[src/ceag_cfg.svh]
// Purpose: Constants for the effective address generator.
// Assumes: 8-bit data, 16-bit address bus.
// Notes: Mode codes index the mode enum in the package.
`ifndef CEAG_CFG_SVH
`define CEAG_CFG_SVH
`define CEAG_PC_RESET 16'h0000
`define CEAG_ADDR_RESET 16'h0000
`define CEAG_LEN_ONE 2'h1
`define CEAG_LEN_TWO 2'h2
`define CEAG_LEN_THREE 2'h3
`define CEAG_ZERO_PAGE_HI 8'h00
`endif

[src/ceag_pkg.sv]
// Purpose: Types shared by the effective address generator.
// Assumes: Nothing beyond the config header.
// Notes: Ten addressing modes, one-hot coded.
package ceag_pkg;
  typedef enum logic [9:0] {
    CEAG_INH = 10'h001,
    CEAG_IMM = 10'h002,
    CEAG_DIR = 10'h004,
    CEAG_EXT = 10'h008,
    CEAG_IX = 10'h010,
    CEAG_IX1 = 10'h020,
    CEAG_IX2 = 10'h040,
    CEAG_REL = 10'h080,
    CEAG_BSC = 10'h100,
    CEAG_BTB = 10'h200
  } ceag_mode_t;
  typedef enum logic [3:0] {
    CEAG_S_OPC = 4'h1,
    CEAG_S_OP1 = 4'h2,
    CEAG_S_OP2 = 4'h4,
    CEAG_S_ACC = 4'h8
  } ceag_state_t;
endpackage : ceag_pkg

[src/ceag_dec_if.sv]
// Purpose: Carries the decoded mode between decoder and sequencer.
// Assumes: Combinational decode.
// Notes: One producer, one consumer.
interface ceag_dec_if;
  import ceag_pkg::*;
  logic [7:0] opcode;
  ceag_mode_t mode;
  logic [1:0] length;
  logic is_jump;
  modport dec (input opcode, output mode, output length, output is_jump);
  modport seq (output opcode, input mode, input length, input is_jump);
endinterface : ceag_dec_if

[src/ceag_mode_dec.sv]
// Purpose: Maps an opcode to its addressing mode and length.
// Assumes: Standard opcode map columns by high nibble.
// Notes: Pure combinational.
`include "ceag_cfg.svh"
module ceag_mode_dec
  import ceag_pkg::*;
(
  ceag_dec_if.dec d
);
  // Decode by high nibble; direct vs extended by opcode alone
  always_comb begin
    d.is_jump = (d.opcode[3:0] == 4'hc) && (d.opcode[7:4] >= 4'hb);
    unique case (d.opcode[7:4])
      4'h0: d.mode = CEAG_BTB;
      4'h1: d.mode = CEAG_BSC;
      4'h2: d.mode = CEAG_REL;
      4'h3, 4'hb: d.mode = CEAG_DIR;
      4'h4, 4'h5, 4'h8, 4'h9: d.mode = CEAG_INH;
      4'h6, 4'he: d.mode = CEAG_IX1;
      4'h7, 4'hf: d.mode = CEAG_IX;
      4'ha: d.mode = CEAG_IMM;
      4'hc: d.mode = CEAG_EXT;
      4'hd: d.mode = CEAG_IX2;
      default: d.mode = CEAG_INH;
    endcase
  end

  // Instruction length, never above three bytes
  always_comb begin
    unique case (d.mode)
      CEAG_INH, CEAG_IX: d.length = `CEAG_LEN_ONE;
      CEAG_EXT, CEAG_IX2, CEAG_BTB: d.length = `CEAG_LEN_THREE;
      default: d.length = `CEAG_LEN_TWO;
    endcase
  end
endmodule : ceag_mode_dec

[src/ceag_top.sv]
// Purpose: Effective address and PC advance for a small 8-bit CPU.
// Assumes: Memory answers on rd_data in the same cycle the address is shown.
// Notes: Relative and BTB modes get PC lengths only, with targets elsewhere; BSC gets a direct operand address.
// Function
// - Inherent instructions take no operand and are one byte.
// - Immediate operand sits at PC+1; PC advances by two.
// - Direct address is zero high, operand byte low; PC plus two.
// - Extended address is first byte high, second low; PC plus three.
// - Indexed no offset uses X low, zero high; PC plus one.
// - Indexed 8-bit offset: low is X plus byte, high is carry.
// - Indexed 16-bit: low X plus second, high first plus carry.
// - Ten addressing modes selected by opcode.
// - At most three bytes; the no-offset indexed form fetches no operand.
// - Extended jump loads any address into PC.
`include "ceag_cfg.svh"
module ceag_top
  import ceag_pkg::*;
(
  input wire logic clk_sys,
  input wire logic resetn,
  input wire logic [7:0] rd_data,
  input wire logic [7:0] index_x,
  input wire logic start,
  output logic [7:0] addr_hi_q,
  output logic [7:0] addr_lo_q,
  output logic [15:0] pc_q,
  output logic [15:0] effective_address_q,
  output logic [9:0] mode_q,
  output logic operand_access_q,
  output logic done_q
);
  ceag_dec_if dif ();
  ceag_state_t state_q;
  logic [7:0] opc_q;
  logic [7:0] op1_q;
  ceag_mode_t cur_mode;
  logic [1:0] cur_len;
  logic cur_jump;
  logic [8:0] sum_x;
  logic [15:0] pc_d;
  logic done_d;

  // Sum of index and offset with carry out
  function automatic logic [8:0] ceag_add(input logic [7:0] a, input logic [7:0] b);
    ceag_add = {1'b0, a} + {1'b0, b};
  endfunction : ceag_add

  // One shared index add; a function result cannot be part-selected
  assign sum_x = ceag_add(index_x, rd_data);
  assign dif.opcode = (state_q == CEAG_S_OPC) ? rd_data : opc_q;
  assign cur_mode = dif.mode;
  assign cur_len = dif.length;
  assign cur_jump = dif.is_jump;

  ceag_mode_dec u_dec (
    .d(dif.dec)
  );

  // Fetch sequencer; one-byte forms skip operand fetch
  always_ff @(posedge clk_sys or negedge resetn) begin
    if (!resetn) begin
      state_q <= CEAG_S_OPC;
      opc_q <= 8'h00;
      op1_q <= 8'h00;
    end else begin
      unique case (state_q)
        CEAG_S_OPC: begin
          if (start) begin
            opc_q <= rd_data;
            if (cur_mode == CEAG_IX) begin
              state_q <= CEAG_S_ACC;
            end else if (cur_len != `CEAG_LEN_ONE) begin
              state_q <= CEAG_S_OP1;
            end
          end
        end
        CEAG_S_OP1: begin
          op1_q <= rd_data;
          if (cur_len == `CEAG_LEN_THREE) begin
            state_q <= CEAG_S_OP2;
          end else if (cur_mode == CEAG_IMM || cur_mode == CEAG_REL) begin
            state_q <= CEAG_S_OPC;
          end else begin
            state_q <= CEAG_S_ACC;
          end
        end
        CEAG_S_OP2: begin
          state_q <= (cur_mode == CEAG_BTB || cur_jump) ? CEAG_S_OPC : CEAG_S_ACC;
        end
        CEAG_S_ACC: state_q <= CEAG_S_OPC;
        default: state_q <= CEAG_S_OPC;
      endcase
    end
  end

  // Address bus and effective address per mode
  always_ff @(posedge clk_sys or negedge resetn) begin
    if (!resetn) begin
      addr_hi_q <= 8'(`CEAG_ADDR_RESET >> 8);
      addr_lo_q <= 8'h00;
      effective_address_q <= `CEAG_ADDR_RESET;
      operand_access_q <= 1'b0;
      mode_q <= 10'h000;
    end else begin
      operand_access_q <= 1'b0;
      unique case (state_q)
        CEAG_S_OPC: begin
          if (start) begin
            mode_q <= cur_mode;
            if (cur_mode == CEAG_IX) begin
              addr_hi_q <= `CEAG_ZERO_PAGE_HI;
              addr_lo_q <= index_x;
              effective_address_q <= {`CEAG_ZERO_PAGE_HI, index_x};
              operand_access_q <= 1'b1;
            end else if (cur_len != `CEAG_LEN_ONE) begin
              {addr_hi_q, addr_lo_q} <= pc_q + 16'h0001;
              effective_address_q <= pc_q + 16'h0001;
              operand_access_q <= (cur_mode == CEAG_IMM);
            end
          end
        end
        CEAG_S_OP1: begin
          if (cur_len == `CEAG_LEN_THREE) begin
            {addr_hi_q, addr_lo_q} <= pc_q + 16'h0002;
          end else if (cur_mode == CEAG_DIR || cur_mode == CEAG_BSC) begin
            addr_hi_q <= `CEAG_ZERO_PAGE_HI;
            addr_lo_q <= rd_data;
            effective_address_q <= {`CEAG_ZERO_PAGE_HI, rd_data};
            operand_access_q <= 1'b1;
          end else if (cur_mode == CEAG_IX1) begin
            addr_hi_q <= {7'h00, sum_x[8]};
            addr_lo_q <= sum_x[7:0];
            effective_address_q <= {7'h00, sum_x};
            operand_access_q <= 1'b1;
          end
        end
        CEAG_S_OP2: begin
          if (cur_mode == CEAG_EXT) begin
            addr_hi_q <= op1_q;
            addr_lo_q <= rd_data;
            effective_address_q <= {op1_q, rd_data};
            operand_access_q <= !cur_jump;
          end else if (cur_mode == CEAG_IX2) begin
            addr_lo_q <= sum_x[7:0];
            addr_hi_q <= op1_q + {7'h00, sum_x[8]};
            effective_address_q <= {op1_q + {7'h00, sum_x[8]}, sum_x[7:0]};
            operand_access_q <= !cur_jump;
          end
        end
        default: ;
      endcase
      // Bus points at the next opcode once done, so idle rd_data is the opcode
      if (done_d) begin
        {addr_hi_q, addr_lo_q} <= pc_d;
      end
    end
  end

  // Next program counter, shared by the pc and bus processes
  always_comb begin
    pc_d = pc_q;
    done_d = 1'b0;
    unique case (state_q)
      CEAG_S_OPC: begin
        if (start && cur_len == `CEAG_LEN_ONE && cur_mode != CEAG_IX) begin
          pc_d = pc_q + 16'h0001;
          done_d = 1'b1;
        end
      end
      CEAG_S_OP1: begin
        if (cur_len == `CEAG_LEN_TWO && (cur_mode == CEAG_IMM || cur_mode == CEAG_REL)) begin
          pc_d = pc_q + 16'h0002;
          done_d = 1'b1;
        end
      end
      CEAG_S_OP2: begin
        if (cur_jump && cur_mode == CEAG_EXT) begin
          pc_d = {op1_q, rd_data};
          done_d = 1'b1;
        end else if (cur_jump && cur_mode == CEAG_IX2) begin
          pc_d = {op1_q + {7'h00, sum_x[8]}, sum_x[7:0]};
          done_d = 1'b1;
        end else if (cur_mode == CEAG_BTB) begin
          pc_d = pc_q + 16'h0003;
          done_d = 1'b1;
        end
      end
      CEAG_S_ACC: begin
        pc_d = pc_q + {14'h0000, cur_len};
        done_d = 1'b1;
      end
      default: begin
        pc_d = pc_q;
        done_d = 1'b0;
      end
    endcase
  end

  // Program counter advance; extended jump reaches whole map
  always_ff @(posedge clk_sys or negedge resetn) begin
    if (!resetn) begin
      pc_q <= `CEAG_PC_RESET;
      done_q <= 1'b0;
    end else begin
      pc_q <= pc_d;
      done_q <= done_d;
    end
  end
endmodule : ceag_top

[config.mk]
export PLATFORM = sky130hd
export DESIGN_NAME = ceag_top
export DESIGN_NICKNAME = d
export VERILOG_FILES = /design/src/ceag_pkg.sv /design/src/ceag_dec_if.sv /design/src/ceag_mode_dec.sv /design/src/ceag_top.sv
export VERILOG_INCLUDE_DIRS = /design/src /design/src/src
export SDC_FILE = /design/constraint.sdc
export NUM_CORES = 1
export LEC_CHECK = 0
export BUFFER_PORTS_ARGS = -buffer_cell sky130_fd_sc_hd__buf_2
export CAP_MARGIN = 10
export CORE_MARGIN = 1
export CORE_UTILIZATION = 45
export CTS_BUF_LIST = sky130_fd_sc_hd__clkbuf_8
export DETAILED_ROUTE_END_ITERATION = 8
export HOLD_SLACK_MARGIN = 0.03
export SLEW_MARGIN = 15
export SYNTH_ARGS = -nofsm -noshare
export SYNTH_HDL_FRONTEND = slang
export SYNTH_HIERARCHICAL = 1
export SYNTH_SLANG_ARGS = --single-unit
[constraint.sdc]
create_clock -name clk_sys -period 7.4 [get_ports clk_sys]
set_input_delay 1.85 -clock clk_sys [delete_from_list [all_inputs] [get_ports clk_sys]]
set_output_delay 1.85 -clock clk_sys [all_outputs]
set_load 0.02 [all_outputs]
==> results of run 1 <==
[where the power goes]
| part | internal, mW | total [mW] | switching [mW] |
|---|---|---|---|
| registers | 0.642 | 0.874 | 0.232 |
| clock network | 0.198 | 0.388 | 0.190 |
| logic | 0.960 | 2.94 | 1.98 |
[cell type report]
class / instances / area share
multi-input cells: 706 / 0.603
flip-flops and latches: 80 / 0.258
repair buffers: 92 / 0.0646
well taps: 211 / 0.0340
clock buffers: 10 / 0.0177
inverters: 25 / 0.0121
clock inverters: 6 / 0.0108
[flip-flops by register name, indices dropped and copies added, names as in the netlist]
signal	count
addr_lo_q	8
opc_q	8
op1_q	8
state_q	4
done_q	1
mode_q	10
addr_hi_q	8
operand_access_q	1
pc_q	16
effective_address_q	16
[worst max-delay path, cell delays in order]
cell,delay (ns)
buf_2,0.20
nand2_1,0.08
nand2_1,0.28
and4bb_2,0.33
or4_1,0.65
or3_1,0.59
a311oi_4,0.44
o211a_1,0.81
o211ai_1,0.28
o211a_1,0.21
a21o_1,0.15
[worst min path at each step]
| stage | cells past startpoint | start | slack, ns | endpoint |
|---|---|---|---|---|
| final | 2 | effective_address_q[3] | 0.48 | effective_address_q[3] |
| after global routing | 2 | effective_address_q[1] | 0.51 | effective_address_q[1] |
| after CTS | 2 | effective_address_q[3] | 0.49 | effective_address_q[3] |
| after detailed placement | 2 | effective_address_q[3] | 0.47 | effective_address_q[3] |
| after floorplan | 2 | opc_q[1] | 0.45 | opc_q[1] |
| after global placement | 2 | effective_address_q[0] | 0.46 | effective_address_q[0] |
[per-stage QoR]
| stage | std cells | area (µm²) | total power, mW | setup WS, ns |
|---|---|---|---|---|
| final | 1130 | 7770 | 4.20 | 1.81 |
| after detailed placement | 1114 | 7540 | 3.70 | 1.52 |
| after global routing | 1130 | 7770 | 4.42 | 1.68 |
| after floorplan | 884 | 7080 | 2.81 | 2.68 |
| after CTS | 1130 | 7760 | 4.09 | 1.93 |
| after global placement | 1114 | 7540 | 3.68 | 1.58 |
[per-layer routing]
layer,GRT usage,vias up,share of wire
met2,0.537,581,0.42
met4,0.211,0,0.047
met1,0.498,3715,0.41
li1,-,3339,-
met3,0.107,105,0.13
met5,0,-,0
[cells by family (layout without fill, tap and decap cells)]
kind of cell,after synthesis,count (layout),share of synthesized area
DFF,80,80,0.283
buffers and inverters,98,133,0.0585
and+or+nand+nor,334,334,0.248
muxes,36,36,0.0555
xor gates and xnor gates,54,54,0.0668
AOI/OAI and AO/OA,264,264,0.254
adders and majority gates,18,18,0.0339
[cell usage in the layout (no fill, tap or decap), drive strengths merged, types with 20 or more instances in the layout]
| master | instances |
|---|---|
| xor2 | 20 |
| nand3 | 25 |
| mux2 | 26 |
| nand2 | 112 |
| o21ai | 70 |
| nor2 | 53 |
| dfrtp | 79 |
| a211oi | 21 |
| nor3 | 30 |
| nand4 | 20 |
| xnor2 | 34 |
| a21oi | 39 |
| buf | 92 |
| inv | 28 |
==> summary.md, run 1 <==
| Metric | Value |
|---|---|
| Outcome | completed |
| Ys async rst share | 1.00 |
| Slew HR | 0.292 |
| Wire per inst | around 26 µm |
| # DRC | 0 |
| Vias in the first global route | approximately 7200 |
| # Post-CTS Setup Buffers | 0 |
| Netlist Area Pre-Place | just over 7000 µm² |
| Finish-stage setup viols | 0 |
| Crit path DAT | about 5.9 ns |
| FP Rows | 45 |
| Area growth syn-to-layout | 9.76% |
| Fmax | 179 MHz |
| PwrDens | ~540 nW/µm² |
| Setup crit end kind | flop |
| H-tree depth | 3 |
| Leading area contributor after synthesis | dfrtp_1 |
| Detailed Routing Iterations Pass 1 | 5 |
| Area occupied by multi-input gates | ~4700 µm² |
| Die Footprint | between 15000 and 20000 µm² |
| Reg2reg start | state_q[0] |
| CP Capture Point | addr_hi_q[1] |
| WS Path Type | input pin to flop |
| Distinct cell type count after synthesis | 79 |
| Flop2flop setup slack | between 1.5 and 2 ns |
| Antenna violations before repair | 0 |
| CP Launch Point | rd_data[4] |
| Sequential element share of the synthesized area | 0.283 |
| Vias | 7740 |
| WL final | 29.9 mm |
| CTS tree | done |
| Critical Path RT | ~7.7 ns |
| Longest Clk Path Bufs | 2 |
| Initial Util | 0.464 |
| Final hold slack | 0.483 ns |
| #FFs+latches synth | 80 |
| Ports | 79 |
| Final Hold Fails | 0 |
| First-pass GRT wire length | 44.5 mm |
| Fill count | between 1500 and 2000 |
| Critical Path Source Type | input pin |
| Post-route minimum period | around 5.6 ns |
| Mapped Nets | 921 |
| Largest net degree at the start of global routing | 81 |
| Final-report max-slew violation count | 0 |
| I/O Buffers | 78 |
| Die height | 127 µm |
| Die Wd | approximately 130 µm |
| Max cap viols | 0 |
| Via/cell ratio | 6.85 |
| Worst-margin pin slew | 1.05 ns |
| Clock-pin slew on the worst setup and hold paths | around 0.09 ns |
| Primary FF master, synth | dfrtp_1 |
| Hold buffers post-CTS | 0 |
| Ranking of synthesized cells by area | dfrtp_1 28%, nand2_1 5.9%, o21ai_0 4.7% |
| Final HPWL from detailed placement | between 20 and 25 mm |
| Mapped Avg Cell Area | between 8 and 9 µm² |
| Synth top cells by count | 112 x nand2_1, 79 x dfrtp_1, 66 x o21ai_0 |
| Count leader, synth | nand2_1 |
| Post-route antenna net violation count | 0 |
| Core area | ~15000 µm² |
| FF-to-FF path depth | 12 |
| EDFF count, synth | 0 |
| Synth warnings | 6 |
| FF/Latch Area | ~2000 µm² |
| CP max FO | 20 |
| Clk_skew | approximately 0.0043 ns |
| N_diodes | 0 |
| Final nets | roughly 950 |
| First DRT Iteration DRCs | roughly 950 |
| Min-delay worst type | flop to flop |
| Overflow after GRT | 0 |
| Final Cycle Share | 0.756 |
| Unrepaired setup endpoints after global routing | false |
| GRT Total Usage | 0.373 |
| Final core occ | 0.509 |
| Worst reg2reg path endpoint | addr_hi_q[1] |
| Layout cell share with drive strength beyond 1 | 0.178 |
| Post_cts resized | 0 |
| Sinks on the clock net | 80 |
| Maximum vdd drop | around 240 µV |
| Num CTS Buffers | 9 |
| Setup TNS | 0 ns |
| Synth top area share | 0.279 |
| Leakage | 3.31 nW |
| Clock root buffer | clkbuf_8 |
| Post-Synthesis Cells | around 880 |
| Clock Latency Late Sink | 0.39 ns |
| Routability cong. | ~1 |
Power figures use the tool's default switching activity.
==> run 2: changes to the inputs <==
Clock period 7.4 ns to 5.3 ns, I/O delays scaled along.
==> summary.md, run 2 (synthesis results as in run 1) <==
| Metric | Value |
|---|---|
| Maximum vdd drop | 305 µV (was 236 µV) |
| Slowest library cell on the worst path | nor4_1 (was o211a_1) |
| Die Footprint | 16200 µm² (unchanged) |
| CP max FO | 13 (was 20) |
| # Post-CTS Setup Buffers | 0 (unchanged) |
| Overflow after GRT | 0 (unchanged) |
| GRT Total Usage | 0.379 (was 0.373) |
| Routability cong. | 1.03 (was 0.991) |
| Final Cycle Share | 0.965 |
| Max cap viols | 0 (unchanged) |
| Die Wd | 127 µm (unchanged) |
| Wire per inst | 25.8 µm (was 26.4 µm) |
| Largest net degree at the start of global routing | 81 (unchanged) |
| CP peak stage delay | 0.84 ns (was 0.81 ns) |
| First DRT Iteration DRCs | 921 (was 953) |
| Clk_skew | 0.0106 ns (was 0.00425 ns) |
| Fill count | 1479 (was 1503) |
| Final HPWL from detailed placement | 22.3 mm (was 21.8 mm) |
| Final-report max-slew violation count | 0 (unchanged) |
| First-pass GRT wire length | 45.4 mm (was 44.5 mm) |
| Final nets | 988 (was 951) |
| Critical Path Source Type | flop (was input pin) |
| Setup TNS | 0 ns (unchanged) |
| Post_cts resized | 0 (unchanged) |
| Flop2flop setup slack | 0.19 ns (was 1.87 ns) |
| H-tree depth | 3 (unchanged) |
| Ports | 79 (unchanged) |
| Area growth syn-to-layout | 14.2% (was 9.76%) |
| Clock root buffer | clkbuf_8 (unchanged) |
| Clock-pin slew on the worst setup and hold paths | 0.09 ns (about the same) |
| Antenna violations before repair | 0 (unchanged) |
| Via/cell ratio | 6.60 (was 6.85) |
| Num CTS Buffers | 9 (unchanged) |
| Longest Clk Path Bufs | 2 (unchanged) |
| Hold buffers post-CTS | 0 (unchanged) |
| I/O Buffers | 78 (unchanged) |
| N_diodes | 0 (unchanged) |
| Post-route minimum period | a little over 5 ns |
| Crit path DAT | 5.37 ns (was 5.88 ns) |
| # DRC | 0 (unchanged) |
| FP Rows | 45 (unchanged) |
| Clock Latency Late Sink | 0.40 ns (was 0.39 ns) |
| Min setup slack post-route | 0.188 ns (was 1.81 ns) |
| Slew HR | 0.267 (was 0.292) |
| Vias | 7695 (was 7740) |
| Pre-CTS WS | 0.174 ns (was 1.52 ns) |
| Layout cell share with drive strength beyond 1 | 0.212 (was 0.178) |
| Most frequent cells in the layout | 112 x nand2_1, 79 x dfrtp_1, 77 x buf_2, 66 x o21ai_0, 53 x nor2_1 (unchanged) |
| Finish-stage setup viols | 0 (unchanged) |
| Unrepaired setup endpoints after global routing | false (unchanged) |
| Worst-margin pin slew | 1.09 ns (was 1.05 ns) |
| Setup crit end kind | flop (unchanged) |
| Die height | 127 µm (unchanged) |
| Sinks on the clock net | 80 (unchanged) |
| Core area | 15300 µm² (unchanged) |
| Min-delay worst type | flop to flop (unchanged) |
| Initial Util | 0.464 (unchanged) |
| Outcome | completed (unchanged) |
| Post-route antenna net violation count | 0 (unchanged) |
| Final Hold Fails | 0 (unchanged) |
| WS Path Type | flop to flop (was input pin to flop) |
| Critical Path RT | 5.56 ns (was 7.69 ns) |
| Leakage | 3.50 nW (was 3.31 nW) |
| Detailed Routing Iterations Pass 1 | 5 (unchanged) |
| Cell-by-cell trace of the critical path | or4b_2 > nand2_1 > nand2_1 > nor4_1 > or4_1 > nor4_1 > or2_2 > nor2_1 > a31oi_1 > a211oi_1 > o22ai_1 (was buf_2 > nand2_1 > nand2_1 > and4bb_2 > or4_1 > or3_1 > a311oi_4 > o211a_1 > o211ai_1 > o211a_1 > a21o_1) |
| Commonest non-fill, non-tap cell in the layout | nand2_1 (unchanged) |
| CTS tree | done (unchanged) |
| Vias in the first global route | 7372 (was 7239) |
| WL final | 30.1 mm (was 29.9 mm) |
| Fmax | 196 MHz |
| Top Registers | effective_address_q (16), pc_q (16), mode_q (10) (unchanged) |
| PwrDens | 761 nW/µm² (was 541 nW/µm²) |
## run 2: cell types whose count changed in the layout (fill, tap and decap cells not counted), sizes merged
cell	delta
buf	+37
inv	-2
bufinv	+1
clkbuf	-1
clkinv	+1
## run 2: routing by layer
metal  global-route usage  up-vias  share of wire
li1                     -     3413              -
met1                0.510     3720           0.42
met2                0.575      466           0.44
met3               0.0967       96           0.10
met4                0.160        0          0.043
met5                    0        -              0
## run 2: worst max-delay path: cells and delay by family, from the launching register on
kind	cells	cell delay (ns)
AOI/OAI and AO/OA	3	0.90
DFF	1	0.66
and+or+nand+nor	8	3.41
## run 2: final timing paths
kind | startpoint | depth (start not counted) | end
worst max-delay path | state_q[0] | 11 | addr_lo_q[6]
worst min-delay path | effective_address_q[7] | 2 | effective_address_q[7]
worst max register to register | state_q[0] | 11 | addr_lo_q[6]
worst min register to register | effective_address_q[7] | 2 | effective_address_q[7]
max in group asynchronous | resetn | 2 | state_q[0]
min in group asynchronous | resetn | 1 | mode_q[1]
## run 2: power by group
group | switching (mW) | total, mW | internal (mW) | leakage [nW]
combinational | 2.80 | 4.36 | 1.56 | 2.38
sequential | 0.330 | 1.23 | 0.896 | 0.996
clock | 0.255 | 0.565 | 0.309 | 0.117
total | 3.39 | 6.15 | 2.76 | 3.50
## run 2: per-stage QoR
stage          power, mW  std cells   util  hold slack [ns]  area [µm²]
2_1_floorplan       3.92        884      -            0.450        7080
3_3_place_gp        5.39       1149  0.512            0.457        7800
3_5_place_dp        5.44       1149  0.512            0.465        7800
4_1_cts             6.02       1164  0.527            0.485        8040
5_1_grt             6.51       1166  0.530            0.513        8080
6_report            6.15       1166  0.530            0.476        8080
## run 2: layout make-up
type | instances | area, µm² | share of cell area
Clock buffer | 9 | 124 | 0.0153
Sequential cell | 80 | 2000 | 0.248
Clock inverter | 6 | 110 | 0.0136
Tap cell | 211 | 264 | 0.0327
Multi-Input combinational cell | 706 | 4690 | 0.580
Inverter | 25 | 93.8 | 0.0116
Timing Repair Buffer | 129 | 800 | 0.0989
